--- config.mk ---
export PLATFORM = sky130hd
export DESIGN_NAME = gcb_decoder
export DESIGN_NICKNAME = d
export VERILOG_FILES = /design/src/include/gcb_pkg.sv /design/src/design/gcb_decoder.sv
export SDC_FILE = /design/constraint.sdc
export NUM_CORES = 1
export LEC_CHECK = 0
export ABC_AREA = 0
export BUFFER_PORTS_ARGS = -buffer_cell sky130_fd_sc_hd__buf_2
export CORE_ASPECT_RATIO = 1.5
export CORE_MARGIN = 2
export CORE_UTILIZATION = 35
export CTS_CLUSTER_SIZE = 8
export DETAILED_ROUTE_END_ITERATION = 16
export PLACE_DENSITY_LB_ADDON = 0.08
export SLEW_MARGIN = 20
export SYNTH_ARGS = -nofsm -noshare
export SYNTH_HDL_FRONTEND = slang
export SYNTH_SLANG_ARGS = --single-unit
--- constraint.sdc ---
create_clock -name clk_sys -period 2.4 [get_ports clk_sys]
set_input_delay 0.48 -clock clk_sys [delete_from_list [all_inputs] [get_ports clk_sys]]
set_output_delay 0.48 -clock clk_sys [all_outputs]
set_load 0.02 [all_outputs]
--- src/include/gcb_pkg.sv ---
// gcb_pkg: shared types and constants of the gateway control byte decoder.
// assumes a single 200 MHz clock domain; the fieldbus image arrives on that clock.
package gcb_pkg;

    // clock and timing
    localparam int unsigned CLK_KHZ        = 200000;          // 200 MHz system clock
    localparam int unsigned WIPE_HOLD_MS   = 20;              // pattern must stand longer
    localparam int unsigned WIPE_HOLD_CYC  = WIPE_HOLD_MS * CLK_KHZ;
    localparam int unsigned WIPE_CNT_W     = 32;

    // wipe pattern value on all four checked bytes
    localparam logic [7:0]  WIPE_BYTE      = 8'hAA;

    // field positions, first control byte
    localparam int unsigned C0_CMD_BIT     = 0;
    localparam int unsigned C0_BCAST_BIT   = 1;
    localparam int unsigned C0_ADDR_LSB    = 2;
    localparam int unsigned C0_FRESH_BIT   = 7;
    // field positions, second control byte
    localparam int unsigned C1_RDACK_BIT   = 0;
    localparam int unsigned C1_FLUSH_BIT   = 2;
    localparam int unsigned C1_STAGE_BIT   = 3;

    // values after reset
    localparam logic [7:0]  CTRL_RESET     = 8'h00;
    localparam logic        TOGGLE_RESET   = 1'b0;

    // first control byte layout, msb first
    typedef struct packed {
        logic       fresh_data_toggle;
        logic [4:0] station_addr;
        logic       broadcast;
        logic       command_mode;
    } gcb_ctrl_first_t;

    // second control byte layout, msb first; unused bits carried along
    typedef struct packed {
        logic [3:0] unused_hi;
        logic       stage_to_buffer_toggle;
        logic       flush_buffer_toggle;
        logic       unused_1;
        logic       read_ack_toggle;
    } gcb_ctrl_second_t;

    // output image: two control bytes, then data bytes 1 and 2 ascending
    typedef struct packed {
        gcb_ctrl_first_t  output_control_first;
        gcb_ctrl_second_t output_control_second;
        logic [7:0]       data_byte_1;
        logic [7:0]       data_byte_2;
    } gcb_image_t;

    // prefix placed ahead of an outgoing telegram
    typedef enum logic [1:0] {
        GCB_PFX_NONE  = 2'b00,
        GCB_PFX_BCAST = 2'b01,
        GCB_PFX_ADDR  = 2'b10
    } gcb_prefix_t;

    // one outgoing telegram request or staging request
    typedef struct packed {
        gcb_prefix_t prefix;
        logic [4:0]  station_addr;
        logic [7:0]  data_byte_1;
        logic [7:0]  data_byte_2;
    } gcb_tx_req_t;

endpackage

--- src/design/gcb_decoder.sv ---
// gcb_decoder: decodes the two cyclic control bytes written by the fieldbus controller.
// assumes img and cyc_valid come from fieldbus logic on clk_sys; img holds between cycles.
// How it works
// - first control byte bit 0 selects transparent (0, default) or command operation (1).
// - in command operation no new controller data is sent or staged; a flush toggle still sends staged data.
// - in command operation set data bits are passed on as device-specific commands.
// - broadcast bit set prepends the broadcast prefix ahead of outgoing data.
// - bits 2 to 6 give a binary station address placed ahead of the data.
// - broadcast and address take effect only with a concentrator attached.
// - every change of the fresh-data toggle counts as new data, repeats included.
// - second byte: bit 0 read ack, bit 2 flush, bit 3 stage; rest unused.
// - data bytes follow the control bytes, data byte 1 first.
// - read-ack change loads next receive bytes and toggles block-ready.
// - stage toggle change copies controller data into the transmit buffer instead.
// - flush toggle change sends all staged data out of the serial port.
// - all four bytes AAh for over 20 ms clears buffer and status bits.
`timescale 1ns/1ps
`default_nettype none

module gcb_decoder #(
    parameter int unsigned WIPE_HOLD_CYCLES = gcb_pkg::WIPE_HOLD_CYC
) (
    input  wire logic                 clk_sys,
    input  wire logic                 resetn,
    input  wire logic                 cyc_valid,
    input  wire gcb_pkg::gcb_image_t  img,
    input  wire logic                 concentrator_attached,
    output logic                      command_mode_r,
    output logic                      tx_valid_r,
    output gcb_pkg::gcb_tx_req_t      tx_req_r,
    output logic                      stage_valid_r,
    output logic                      flush_r,
    output logic                      cmd_valid_r,
    output logic [15:0]               cmd_bits_r,
    output logic                      rx_load_r,
    output logic                      block_ready_toggle_r,
    output logic                      wipe_r
);

    logic                            rst_meta_r;
    logic                            rst_n_r;
    logic                            hist_fresh_r;
    logic                            hist_rdack_r;
    logic                            hist_flush_r;
    logic                            hist_stage_r;
    logic [gcb_pkg::WIPE_CNT_W-1:0]  wipe_cnt_r;
    logic                            fresh_chg;
    logic                            rdack_chg;
    logic                            flush_chg;
    logic                            stage_chg;
    logic                            pattern;
    logic                            wipe_fire;
    gcb_pkg::gcb_tx_req_t            req_nxt;

    // reset release through two flops
    always_ff @(posedge clk_sys or negedge resetn) begin
        if (!resetn) begin
            rst_meta_r <= 1'b0;
            rst_n_r    <= 1'b0;
        end else begin
            rst_meta_r <= 1'b1;
            rst_n_r    <= rst_meta_r;
        end
    end

    // toggle change detection against previous cycle
    assign fresh_chg = cyc_valid &&
        (img.output_control_first.fresh_data_toggle != hist_fresh_r);
    assign rdack_chg = cyc_valid &&
        (img.output_control_second.read_ack_toggle != hist_rdack_r);
    assign flush_chg = cyc_valid &&
        (img.output_control_second.flush_buffer_toggle != hist_flush_r);
    assign stage_chg = cyc_valid &&
        (img.output_control_second.stage_to_buffer_toggle != hist_stage_r);

    // wipe pattern on both control bytes and first two data bytes
    assign pattern = (img.output_control_first == gcb_pkg::WIPE_BYTE) &&
                     (img.output_control_second == gcb_pkg::WIPE_BYTE) &&
                     (img.data_byte_1 == gcb_pkg::WIPE_BYTE) &&
                     (img.data_byte_2 == gcb_pkg::WIPE_BYTE);
    assign wipe_fire = pattern && (wipe_cnt_r == gcb_pkg::WIPE_CNT_W'(WIPE_HOLD_CYCLES));

    // prefix selection, ignored without a concentrator
    always_comb begin
        req_nxt.prefix       = gcb_pkg::GCB_PFX_NONE;
        req_nxt.station_addr = img.output_control_first.station_addr;
        req_nxt.data_byte_1  = img.data_byte_1;
        req_nxt.data_byte_2  = img.data_byte_2;
        if (concentrator_attached) begin
            if (img.output_control_first.broadcast) begin
                req_nxt.prefix = gcb_pkg::GCB_PFX_BCAST;
            end else begin
                req_nxt.prefix = gcb_pkg::GCB_PFX_ADDR;
            end
        end
    end

    // toggle history, zero after reset and after a wipe
    always_ff @(posedge clk_sys or negedge rst_n_r) begin
        if (!rst_n_r) begin
            hist_fresh_r <= gcb_pkg::TOGGLE_RESET;
            hist_rdack_r <= gcb_pkg::TOGGLE_RESET;
            hist_flush_r <= gcb_pkg::TOGGLE_RESET;
            hist_stage_r <= gcb_pkg::TOGGLE_RESET;
        end else if (wipe_fire) begin
            hist_fresh_r <= gcb_pkg::TOGGLE_RESET;
            hist_rdack_r <= gcb_pkg::TOGGLE_RESET;
            hist_flush_r <= gcb_pkg::TOGGLE_RESET;
            hist_stage_r <= gcb_pkg::TOGGLE_RESET;
        end else if (cyc_valid) begin
            hist_fresh_r <= img.output_control_first.fresh_data_toggle;
            hist_rdack_r <= img.output_control_second.read_ack_toggle;
            hist_flush_r <= img.output_control_second.flush_buffer_toggle;
            hist_stage_r <= img.output_control_second.stage_to_buffer_toggle;
        end
    end

    // mode bit follows each fieldbus cycle
    always_ff @(posedge clk_sys or negedge rst_n_r) begin
        if (!rst_n_r) begin
            command_mode_r <= gcb_pkg::CTRL_RESET[gcb_pkg::C0_CMD_BIT];
        end else if (wipe_fire) begin
            command_mode_r <= gcb_pkg::CTRL_RESET[gcb_pkg::C0_CMD_BIT];
        end else if (cyc_valid) begin
            command_mode_r <= img.output_control_first.command_mode;
        end
    end

    // outgoing data: direct send, staging or command
    always_ff @(posedge clk_sys or negedge rst_n_r) begin
        if (!rst_n_r) begin
            tx_valid_r    <= 1'b0;
            stage_valid_r <= 1'b0;
            cmd_valid_r   <= 1'b0;
            tx_req_r      <= '0;
            cmd_bits_r    <= 16'h0000;
        end else begin
            tx_valid_r    <= 1'b0;
            stage_valid_r <= 1'b0;
            cmd_valid_r   <= 1'b0;
            if (fresh_chg && !wipe_fire) begin
                if (img.output_control_first.command_mode) begin
                    cmd_valid_r <= 1'b1;
                    cmd_bits_r  <= {img.data_byte_1, img.data_byte_2};
                end else if (stage_chg) begin
                    stage_valid_r <= 1'b1;
                    tx_req_r      <= req_nxt;
                end else begin
                    tx_valid_r <= 1'b1;
                    tx_req_r   <= req_nxt;
                end
            end else if (stage_chg && !wipe_fire &&
                         !img.output_control_first.command_mode) begin
                stage_valid_r <= 1'b1;
                tx_req_r      <= req_nxt;
            end
        end
    end

    // flush of staged data
    always_ff @(posedge clk_sys or negedge rst_n_r) begin
        if (!rst_n_r) begin
            flush_r <= 1'b0;
        end else begin
            flush_r <= flush_chg && !wipe_fire;
        end
    end

    // read acknowledge: load receive bytes, flip block-ready
    always_ff @(posedge clk_sys or negedge rst_n_r) begin
        if (!rst_n_r) begin
            rx_load_r            <= 1'b0;
            block_ready_toggle_r <= gcb_pkg::TOGGLE_RESET;
        end else if (wipe_fire) begin
            rx_load_r            <= 1'b0;
            block_ready_toggle_r <= gcb_pkg::TOGGLE_RESET;
        end else begin
            rx_load_r <= rdack_chg;
            if (rdack_chg) begin
                block_ready_toggle_r <= !block_ready_toggle_r;
            end
        end
    end

    // wipe pattern hold counter, fires once per hold
    always_ff @(posedge clk_sys or negedge rst_n_r) begin
        if (!rst_n_r) begin
            wipe_cnt_r <= '0;
            wipe_r     <= 1'b0;
        end else begin
            wipe_r <= wipe_fire;
            if (!pattern) begin
                wipe_cnt_r <= '0;
            end else if (wipe_cnt_r <= gcb_pkg::WIPE_CNT_W'(WIPE_HOLD_CYCLES)) begin
                wipe_cnt_r <= wipe_cnt_r + 1'b1;                                  // saturates
            end
        end
    end

    // checks
    property p_no_fwd_cmd;
        @(posedge clk_sys) disable iff (!rst_n_r)
        tx_valid_r |-> !$past(img.output_control_first.command_mode);
    endproperty
    a_no_fwd_cmd: assert property (p_no_fwd_cmd) else $error("data sent in command mode");

    property p_cmd_bits;
        @(posedge clk_sys) disable iff (!rst_n_r)
        cmd_valid_r |-> cmd_bits_r == $past({img.data_byte_1, img.data_byte_2});
    endproperty
    a_cmd_bits: assert property (p_cmd_bits) else $error("command bits mismatch");

    property p_bcast;
        @(posedge clk_sys) disable iff (!rst_n_r)
        (tx_valid_r && tx_req_r.prefix == gcb_pkg::GCB_PFX_BCAST)
            |-> $past(img.output_control_first.broadcast && concentrator_attached);
    endproperty
    a_bcast: assert property (p_bcast) else $error("broadcast without cause");

    property p_addr;
        @(posedge clk_sys) disable iff (!rst_n_r)
        tx_valid_r |-> tx_req_r.station_addr == $past(img.output_control_first.station_addr);
    endproperty
    a_addr: assert property (p_addr) else $error("station address mismatch");

    property p_no_conc;
        @(posedge clk_sys) disable iff (!rst_n_r)
        (tx_valid_r && !$past(concentrator_attached)) |-> tx_req_r.prefix == gcb_pkg::GCB_PFX_NONE;
    endproperty
    a_no_conc: assert property (p_no_conc) else $error("prefix without concentrator");

    property p_fresh;
        @(posedge clk_sys) disable iff (!rst_n_r)
        (fresh_chg && !stage_chg && !wipe_fire && !img.output_control_first.command_mode)
            |=> tx_valid_r && tx_req_r.data_byte_1 == $past(img.data_byte_1);
    endproperty
    a_fresh: assert property (p_fresh) else $error("fresh data not sent");

    property p_rdack;
        @(posedge clk_sys) disable iff (!rst_n_r)
        rx_load_r |-> block_ready_toggle_r != $past(block_ready_toggle_r);
    endproperty
    a_rdack: assert property (p_rdack) else $error("block ready not toggled");

    property p_stage;
        @(posedge clk_sys) disable iff (!rst_n_r)
        stage_valid_r |-> !tx_valid_r && $past(stage_chg);
    endproperty
    a_stage: assert property (p_stage) else $error("staging sent directly");

    property p_flush;
        @(posedge clk_sys) disable iff (!rst_n_r)
        (flush_chg && !wipe_fire) |=> flush_r;
    endproperty
    a_flush: assert property (p_flush) else $error("flush missed");

    property p_wipe;
        @(posedge clk_sys) disable iff (!rst_n_r)
        wipe_r |-> !block_ready_toggle_r && !command_mode_r && $past(pattern, 2);
    endproperty
    a_wipe: assert property (p_wipe) else $error("wipe incomplete");

    property p_quiet;
        @(posedge clk_sys) disable iff (!rst_n_r)
        !cyc_valid |=> !tx_valid_r && !stage_valid_r && !flush_r && !rx_load_r;
    endproperty
    a_quiet: assert property (p_quiet) else $error("action without fieldbus cycle");

    c_tx_bcast: cover property (@(posedge clk_sys) disable iff (!rst_n_r)
        tx_valid_r && tx_req_r.prefix == gcb_pkg::GCB_PFX_BCAST);
    c_stage_flush: cover property (@(posedge clk_sys) disable iff (!rst_n_r)
        stage_valid_r ##[1:20] flush_r);
    c_cmd: cover property (@(posedge clk_sys) disable iff (!rst_n_r) cmd_valid_r);
    c_wipe: cover property (@(posedge clk_sys) disable iff (!rst_n_r) wipe_r);

endmodule

`default_nettype wire

== Word-level counts from Yosys, hierarchy flattened ==
Index checks and enable logic that the tools add are counted.
Widths: inputs -> output; s select.
Storage, ports and cells
  register bits after elaboration: 85
  bits of input ports: 36
  output and inout bits: 47
  logic and storage cells: 82
Operators by class
  add/sub/neg operators: 1
  order comparisons: 1
  equality and inequality tests: 11
  mux-type cells: 29
  reduce and logical (&&, ||, !) cells: 20
Operator list (number)
  $mux 23: 3
  $mux 32: 2
  $add 32x1->32 const B: 1
  $eq 32x22->1 const B: 1
  $eq 8x8->1 const B: 4
  $le 32x22->1 const B: 1
  $mux 1: 22
  $logic_and 1x1->1: 12
  $reduce_bool 2->1: 3
  $mux 2: 2
  $ne 1x1->1: 4
  $reduce_and 2->1: 2
  $logic_not 1->1: 3
  $ne 2x1->1 const B: 1
  $ne 2x2->1 const B: 1

== Depth between registers and ports, before layout ==
  word-level depth: 10
  mapped depth: 9
  depth with buffers taken out: 7

== Worst setup path after synthesis ==
Ideal clock, no wire load.
  path type: input to register
  start point: in cyc_valid
  end point: reg tx_req_r[13] in the netlist's numbering
  setup time: 0.128 ns
  arrival: 2.055 ns
  data required time: 2.272 ns
  slack: 0.217 ns
  stages: 5
  path buffers: 2
  cells stage by stage: clkbuf_1 -> nand2_1 -> a211oi_1 -> buf_2 -> mux2_1
Between the ends
  longest elaborated chain between the ends: 5
  elaborated cells between the ends (all ways): 9
  those cells by class: 1 x eq/ne; 1 x mux; 7 x reduce/logical
Ends and longest elaborated chain
  start, declared: line gcb_decoder.sv:25  | input wire logic cyc_valid,
  $logic_and 1x1->1: line gcb_decoder.sv:73  | assign stage_chg = cyc_valid &&
  $logic_and 1x1->1 (2 in series): line gcb_decoder.sv:152  | end else if (stage_chg && !wipe_fire &&
  $reduce_bool 2->1 (no source line)
  $reduce_and 2->1 (no source line)
  end signal, assigned: line gcb_decoder.sv:147  | tx_req_r <= req_nxt;
  end signal, assigned: line gcb_decoder.sv:150  | tx_req_r <= req_nxt;
  end signal, assigned: line gcb_decoder.sv:155  | tx_req_r <= req_nxt;
  end, declared: line gcb_decoder.sv:30  | output gcb_pkg::gcb_tx_req_t tx_req_r,
Parallel ways exist; a longest one is shown, timed or not.
A chain may end at the register's enable or synchronous reset.

== Final worst setup path ==
  start point: reg wipe_cnt_r[23] in the netlist's numbering
  end point: reg wipe_cnt_r[1] in the netlist's numbering
Between the ends
  longest elaborated chain between the ends: 2
Ends and longest elaborated chain
  start, declared: line gcb_decoder.sv:46  | logic [gcb_pkg::WIPE_CNT_W-1:0] wipe_cnt_r;
  start signal, assigned: line gcb_decoder.sv:195  | wipe_cnt_r <= wipe_cnt_r + 1'b1;
  $le 32x22->1: line gcb_decoder.sv:194  | end else if (wipe_cnt_r <= gcb_pkg::WIPE_CNT_W'(WIPE_HOLD_CYCLES)) begin
  $ne 2x1->1 (no source line)
No other way between the ends.

==> results.txt <==
The CTS H-tree depth came out at 3. The sequential cell area fraction in the yosys report is 0.5743. The remaining number of nets flagged by the antenna check after routing is 0. Clock tree synthesis selected as its root buffer the cell sky130_fd_sc_hd__clkbuf_16. The first global-routing pass estimated 14,610 microns of wire. The number of clock sinks seen by CTS is 85.

The congestion estimate from routability-driven global placement came to 0.7376. From synthesis to final layout, the design area changed by 37.57%. The data arrival at the endpoint of the critical path came out at 2.56 ns.

STA puts the critical path data required time at 2.62 ns. On the critical path, the stage with the largest delay is an instance of sky130_fd_sc_hd__or4b_1. The proportion of synthesized flip-flops having asynchronous set or reset came out at 1.000.

The longest clock path from root to sink contains 2 buffers. The clock edge transition at the registers on the reported setup and hold paths came out at 0.07 ns. The die is between 100 and 150 microns tall.

The post-synthesis cell count is 303. By area the synthesized netlist is led by sky130_fd_sc_hd__dfrtp_1 (57%), sky130_fd_sc_hd__mux2_1 (6.7%), sky130_fd_sc_hd__mux2_2 (4.9%). The clock tree skew after final layout is approximately 0.0074 ns. The die is 87.99 microns wide. The number of antenna repair diodes came out at 0. The commonest cells after synthesis are sky130_fd_sc_hd__dfrtp_1 (85), sky130_fd_sc_hd__mux2_1 (22), sky130_fd_sc_hd__nor2_1 (21).

For this design the static power due to leakage is 2.339 nW. In this run the worst hold path is classified as reg -> async. The slew at the pin with the worst max-slew slack came out at between 0.5 and 0.6 ns. TritonCTS built the clock tree.

Prior to clock tree synthesis, the placed netlist has a worst setup slack of -0.2252 ns. The total core area came out at 10,420 sq um. The number of global-route vias before repair came to 2,870.

In this run the cell area measured after placement is 4658 sq um. The classification of the worst setup path is reg -> reg. Summed over all instances, the cell type with the most area after synthesis is sky130_fd_sc_hd__dfrtp_1. The count of buffering cells on the critical path with inverters included is 3. In this run the count of I/O pins placed on the die edge is 83. The mean number of vias per cell came out at slightly below 5.

The final design area excluding fillers came out at 5095 sq um. The flip-flop count of the largest register after layout is 32. The via total after detailed routing is 2,865. The cell family contributing the most delay on the critical path is compound AO/OA/AOI/OAI gates. The number of antenna violations at the first check in global routing came out at 0. In the final layout, the registers with the most flip-flops are wipe_cnt_r: 32 flops, tx_req_r: 23 flops, cmd_bits_r: 16 flops. After legalization and detailed placement, the total HPWL measured approximately 6500 microns. The later-pin clock latency in the skew report came out at 0.34 ns. The area of the mapped netlist is 3704 sq um.

The number of different library cells used by synthesis comes to 41. The total track usage is 0.1663. The critical path capture point type is a register. In the routed design, unresolved DRC markers number 0. The number of optimization iterations in the first detailed-route pass is 4. The worst voltage drop across the vdd grid is around 0.00047 V. The overall power is 3.949 mW.

The run finished with clean final reports. The mean routed wirelength per cell is 15.27 microns. The most common cell type on the critical path is sky130_fd_sc_hd__buf_4. The total global routing overflow came out at 0. The overall die area is 11,440 sq um.

The critical path's largest stage delay came out at 0.56 ns. The share of the synthesized area in the top cell type is 0.5743. The power per standard cell area came out at 775.0 nW/um^2. The maximum number of pins on one net before global-route repair is 44. The count of buffers added on input and output ports is 82. The number of flip-flops and latches in the synthesized netlist is 85. The portion of the clock cycle consumed by the worst path in the final layout is 0.9748. The number of enable-type register cells in the synthesized netlist came out at 0. By instance count, the leading cell after synthesis is sky130_fd_sc_hd__dfrtp_1.

The setup slack of the critical path after layout is 0.06047 ns. For this run, the top clock speed supported by timing is around 430 MHz. The total CTS buffers came out at 9. Of the cells placed in the final design, the portion with a size suffix greater than 1 is 0.4094.

Setup violations remaining at the end of the flow were counted as 0. The site row count is between 40 and 50. The register bank with the most flops is wipe_cnt_r. STA classifies the critical path startpoint as a register. The Yosys step of the flow raised 0 warnings. The net count reported at finish came out at 480.

The shortest clock period the worst path allows after layout came out at 2.340 ns. In this run the worst path has a maximum fanout of 6. The initial detailed-routing violation count came out at roughly 110. The average instance in the mapped netlist occupies 12.22 sq um. In the synthesized netlist the dominant register cell turns out to be sky130_fd_sc_hd__dfrtp_1. Max-cap violations in this run came to 0. The number of nets in the synthesized netlist is approximately 340. The final routed wirelength across all metal layers is around 9000 microns.

Walking the worst path, the cells encountered are or4b_1, buf_4, a211oi_2, o32a_2, buf_4, buf_4, mux2i_1, nor2_1. The max-slew violation total from the final report came out at 0. The starting utilization of the core area came out at 0.3555. In this run the tightest slew margin relative to its limit is 0.6160. The final hold violation count is 0.
per-layer routing:
layer | track usage | vias up | share of wire
met1 | 0.2002 | 1404 | 0.41
met5 | 0 | - | 0
met3 | 0.04364 | 9 | 0.040
met4 | 0.05430 | 0 | 0.015
li1 | - | 1394 | -
met2 | 0.2870 | 58 | 0.53
per-stage QoR:
| step | TNS (ns) | utilization | hold WS, ns | instances |
|---|---|---|---|---|
| final | 0 | 0.4891 | 0.3340 | 591 |
| after global routing | -0.03900 | 0.4891 | 0.3695 | 591 |
| after CTS | -0.05192 | 0.4787 | 0.3576 | 584 |
| after detailed placement | -4.002 | 0.4472 | 0.2667 | 567 |
| after global placement | -4.229 | 0.4457 | 0.2655 | 566 |
| after floorplan | 0 | - | 0.1844 | 303 |
area by class of cell:
| class | instances | area (sq um) |
|---|---|---|
| clock inverter | 7 | 81.33 |
| inverter | 7 | 26.28 |
| fill | 997 | 5323 |
| tap | 144 | 180.2 |
| multi-input combinational | 200 | 1578 |
| timing repair buffer | 139 | 873.3 |
| sequential | 85 | 2131 |
| clock buffer | 9 | 225.2 |
worst reg2reg max path, delay by kind of cell, from the launching register on:
kind	cells	cell delay (ns)
AO/OA/AOI/OAI	2	0.62
buffers and inverters	3	0.43
multiplexers	1	0.17
flip-flops	1	0.38
AND/OR/NAND/NOR	2	0.61
cells by family after synthesis:
group,Yosys count,share of synthesized area
buf+inv,19,0.02331
mux,46,0.1372
fa+ha+maj,2,0.006756
compound gates,31,0.05371
simple gates,108,0.1777
flops,85,0.5743
xor+xnor,11,0.02601
other cells,1,0.001013
timing repair:
action | in CTS | in global routing
setup endpoints to repair | 26 | 27
setup buffers | 0 | 6
hold buffers | 1 | 0
pin swaps | 0 | 3
hold endpoints to repair | 2 | 0
gates resized for setup | 2 | 6
cloned | 0 | 1
power breakdown:
group | switching [mW] | internal, mW
combinational | 0.461 | 0.327
sequential | 0.111 | 1.63
clock | 0.594 | 0.821
placed cells by master (no fill, tap or decap), types with 2 or more instances in the layout:
cell / Yosys / final
sky130_fd_sc_hd__clkbuf_16: 0 / 9
sky130_fd_sc_hd__xnor2_1: 6 / 6
sky130_fd_sc_hd__ha_1: 2 / 2
sky130_fd_sc_hd__dfrtp_1: 85 / 84
sky130_fd_sc_hd__or3_1: 8 / 8
sky130_fd_sc_hd__mux2_1: 22 / 22
sky130_fd_sc_hd__nor4_4: 0 / 2
sky130_fd_sc_hd__and4_1: 2 / 2
sky130_fd_sc_hd__a21oi_1: 11 / 11
sky130_fd_sc_hd__buf_12: 0 / 2
sky130_fd_sc_hd__o21ai_1: 6 / 6
sky130_fd_sc_hd__buf_4: 1 / 53
sky130_fd_sc_hd__inv_1: 7 / 7
sky130_fd_sc_hd__buf_2: 3 / 82
sky130_fd_sc_hd__o31ai_1: 6 / 6
sky130_fd_sc_hd__nor3_1: 2 / 2
sky130_fd_sc_hd__clkinv_4: 0 / 2
sky130_fd_sc_hd__nor2_1: 21 / 21
sky130_fd_sc_hd__mux2i_1: 8 / 8
sky130_fd_sc_hd__nand4_1: 14 / 14
sky130_fd_sc_hd__nand3_1: 7 / 7
sky130_fd_sc_hd__nor4bb_1: 9 / 8
sky130_fd_sc_hd__inv_6: 0 / 3
sky130_fd_sc_hd__and2_1: 12 / 12
sky130_fd_sc_hd__nand2_1: 10 / 10
sky130_fd_sc_hd__xor2_1: 5 / 5
sky130_fd_sc_hd__or4_1: 5 / 5
sky130_fd_sc_hd__mux2_2: 16 / 16
sky130_fd_sc_hd__nor4_1: 10 / 9
worst paths after layout:
path                       slack (ns)           start  depth (start not counted)             to
max                              0.06  wipe_cnt_r[23]                          8  wipe_cnt_r[1]
min                              0.33         rst_n_r                          0   tx_req_r[21]
max reg2reg                      0.06  wipe_cnt_r[23]                          8  wipe_cnt_r[1]
min reg2reg                      0.33         rst_n_r                          0   tx_req_r[21]
max in group asynchronous        1.43         rst_n_r                          1  wipe_cnt_r[1]
min in group clk_sys             0.36      rst_meta_r                          0        rst_n_r
No activity file was read; power rests on OpenSTA's default activity.
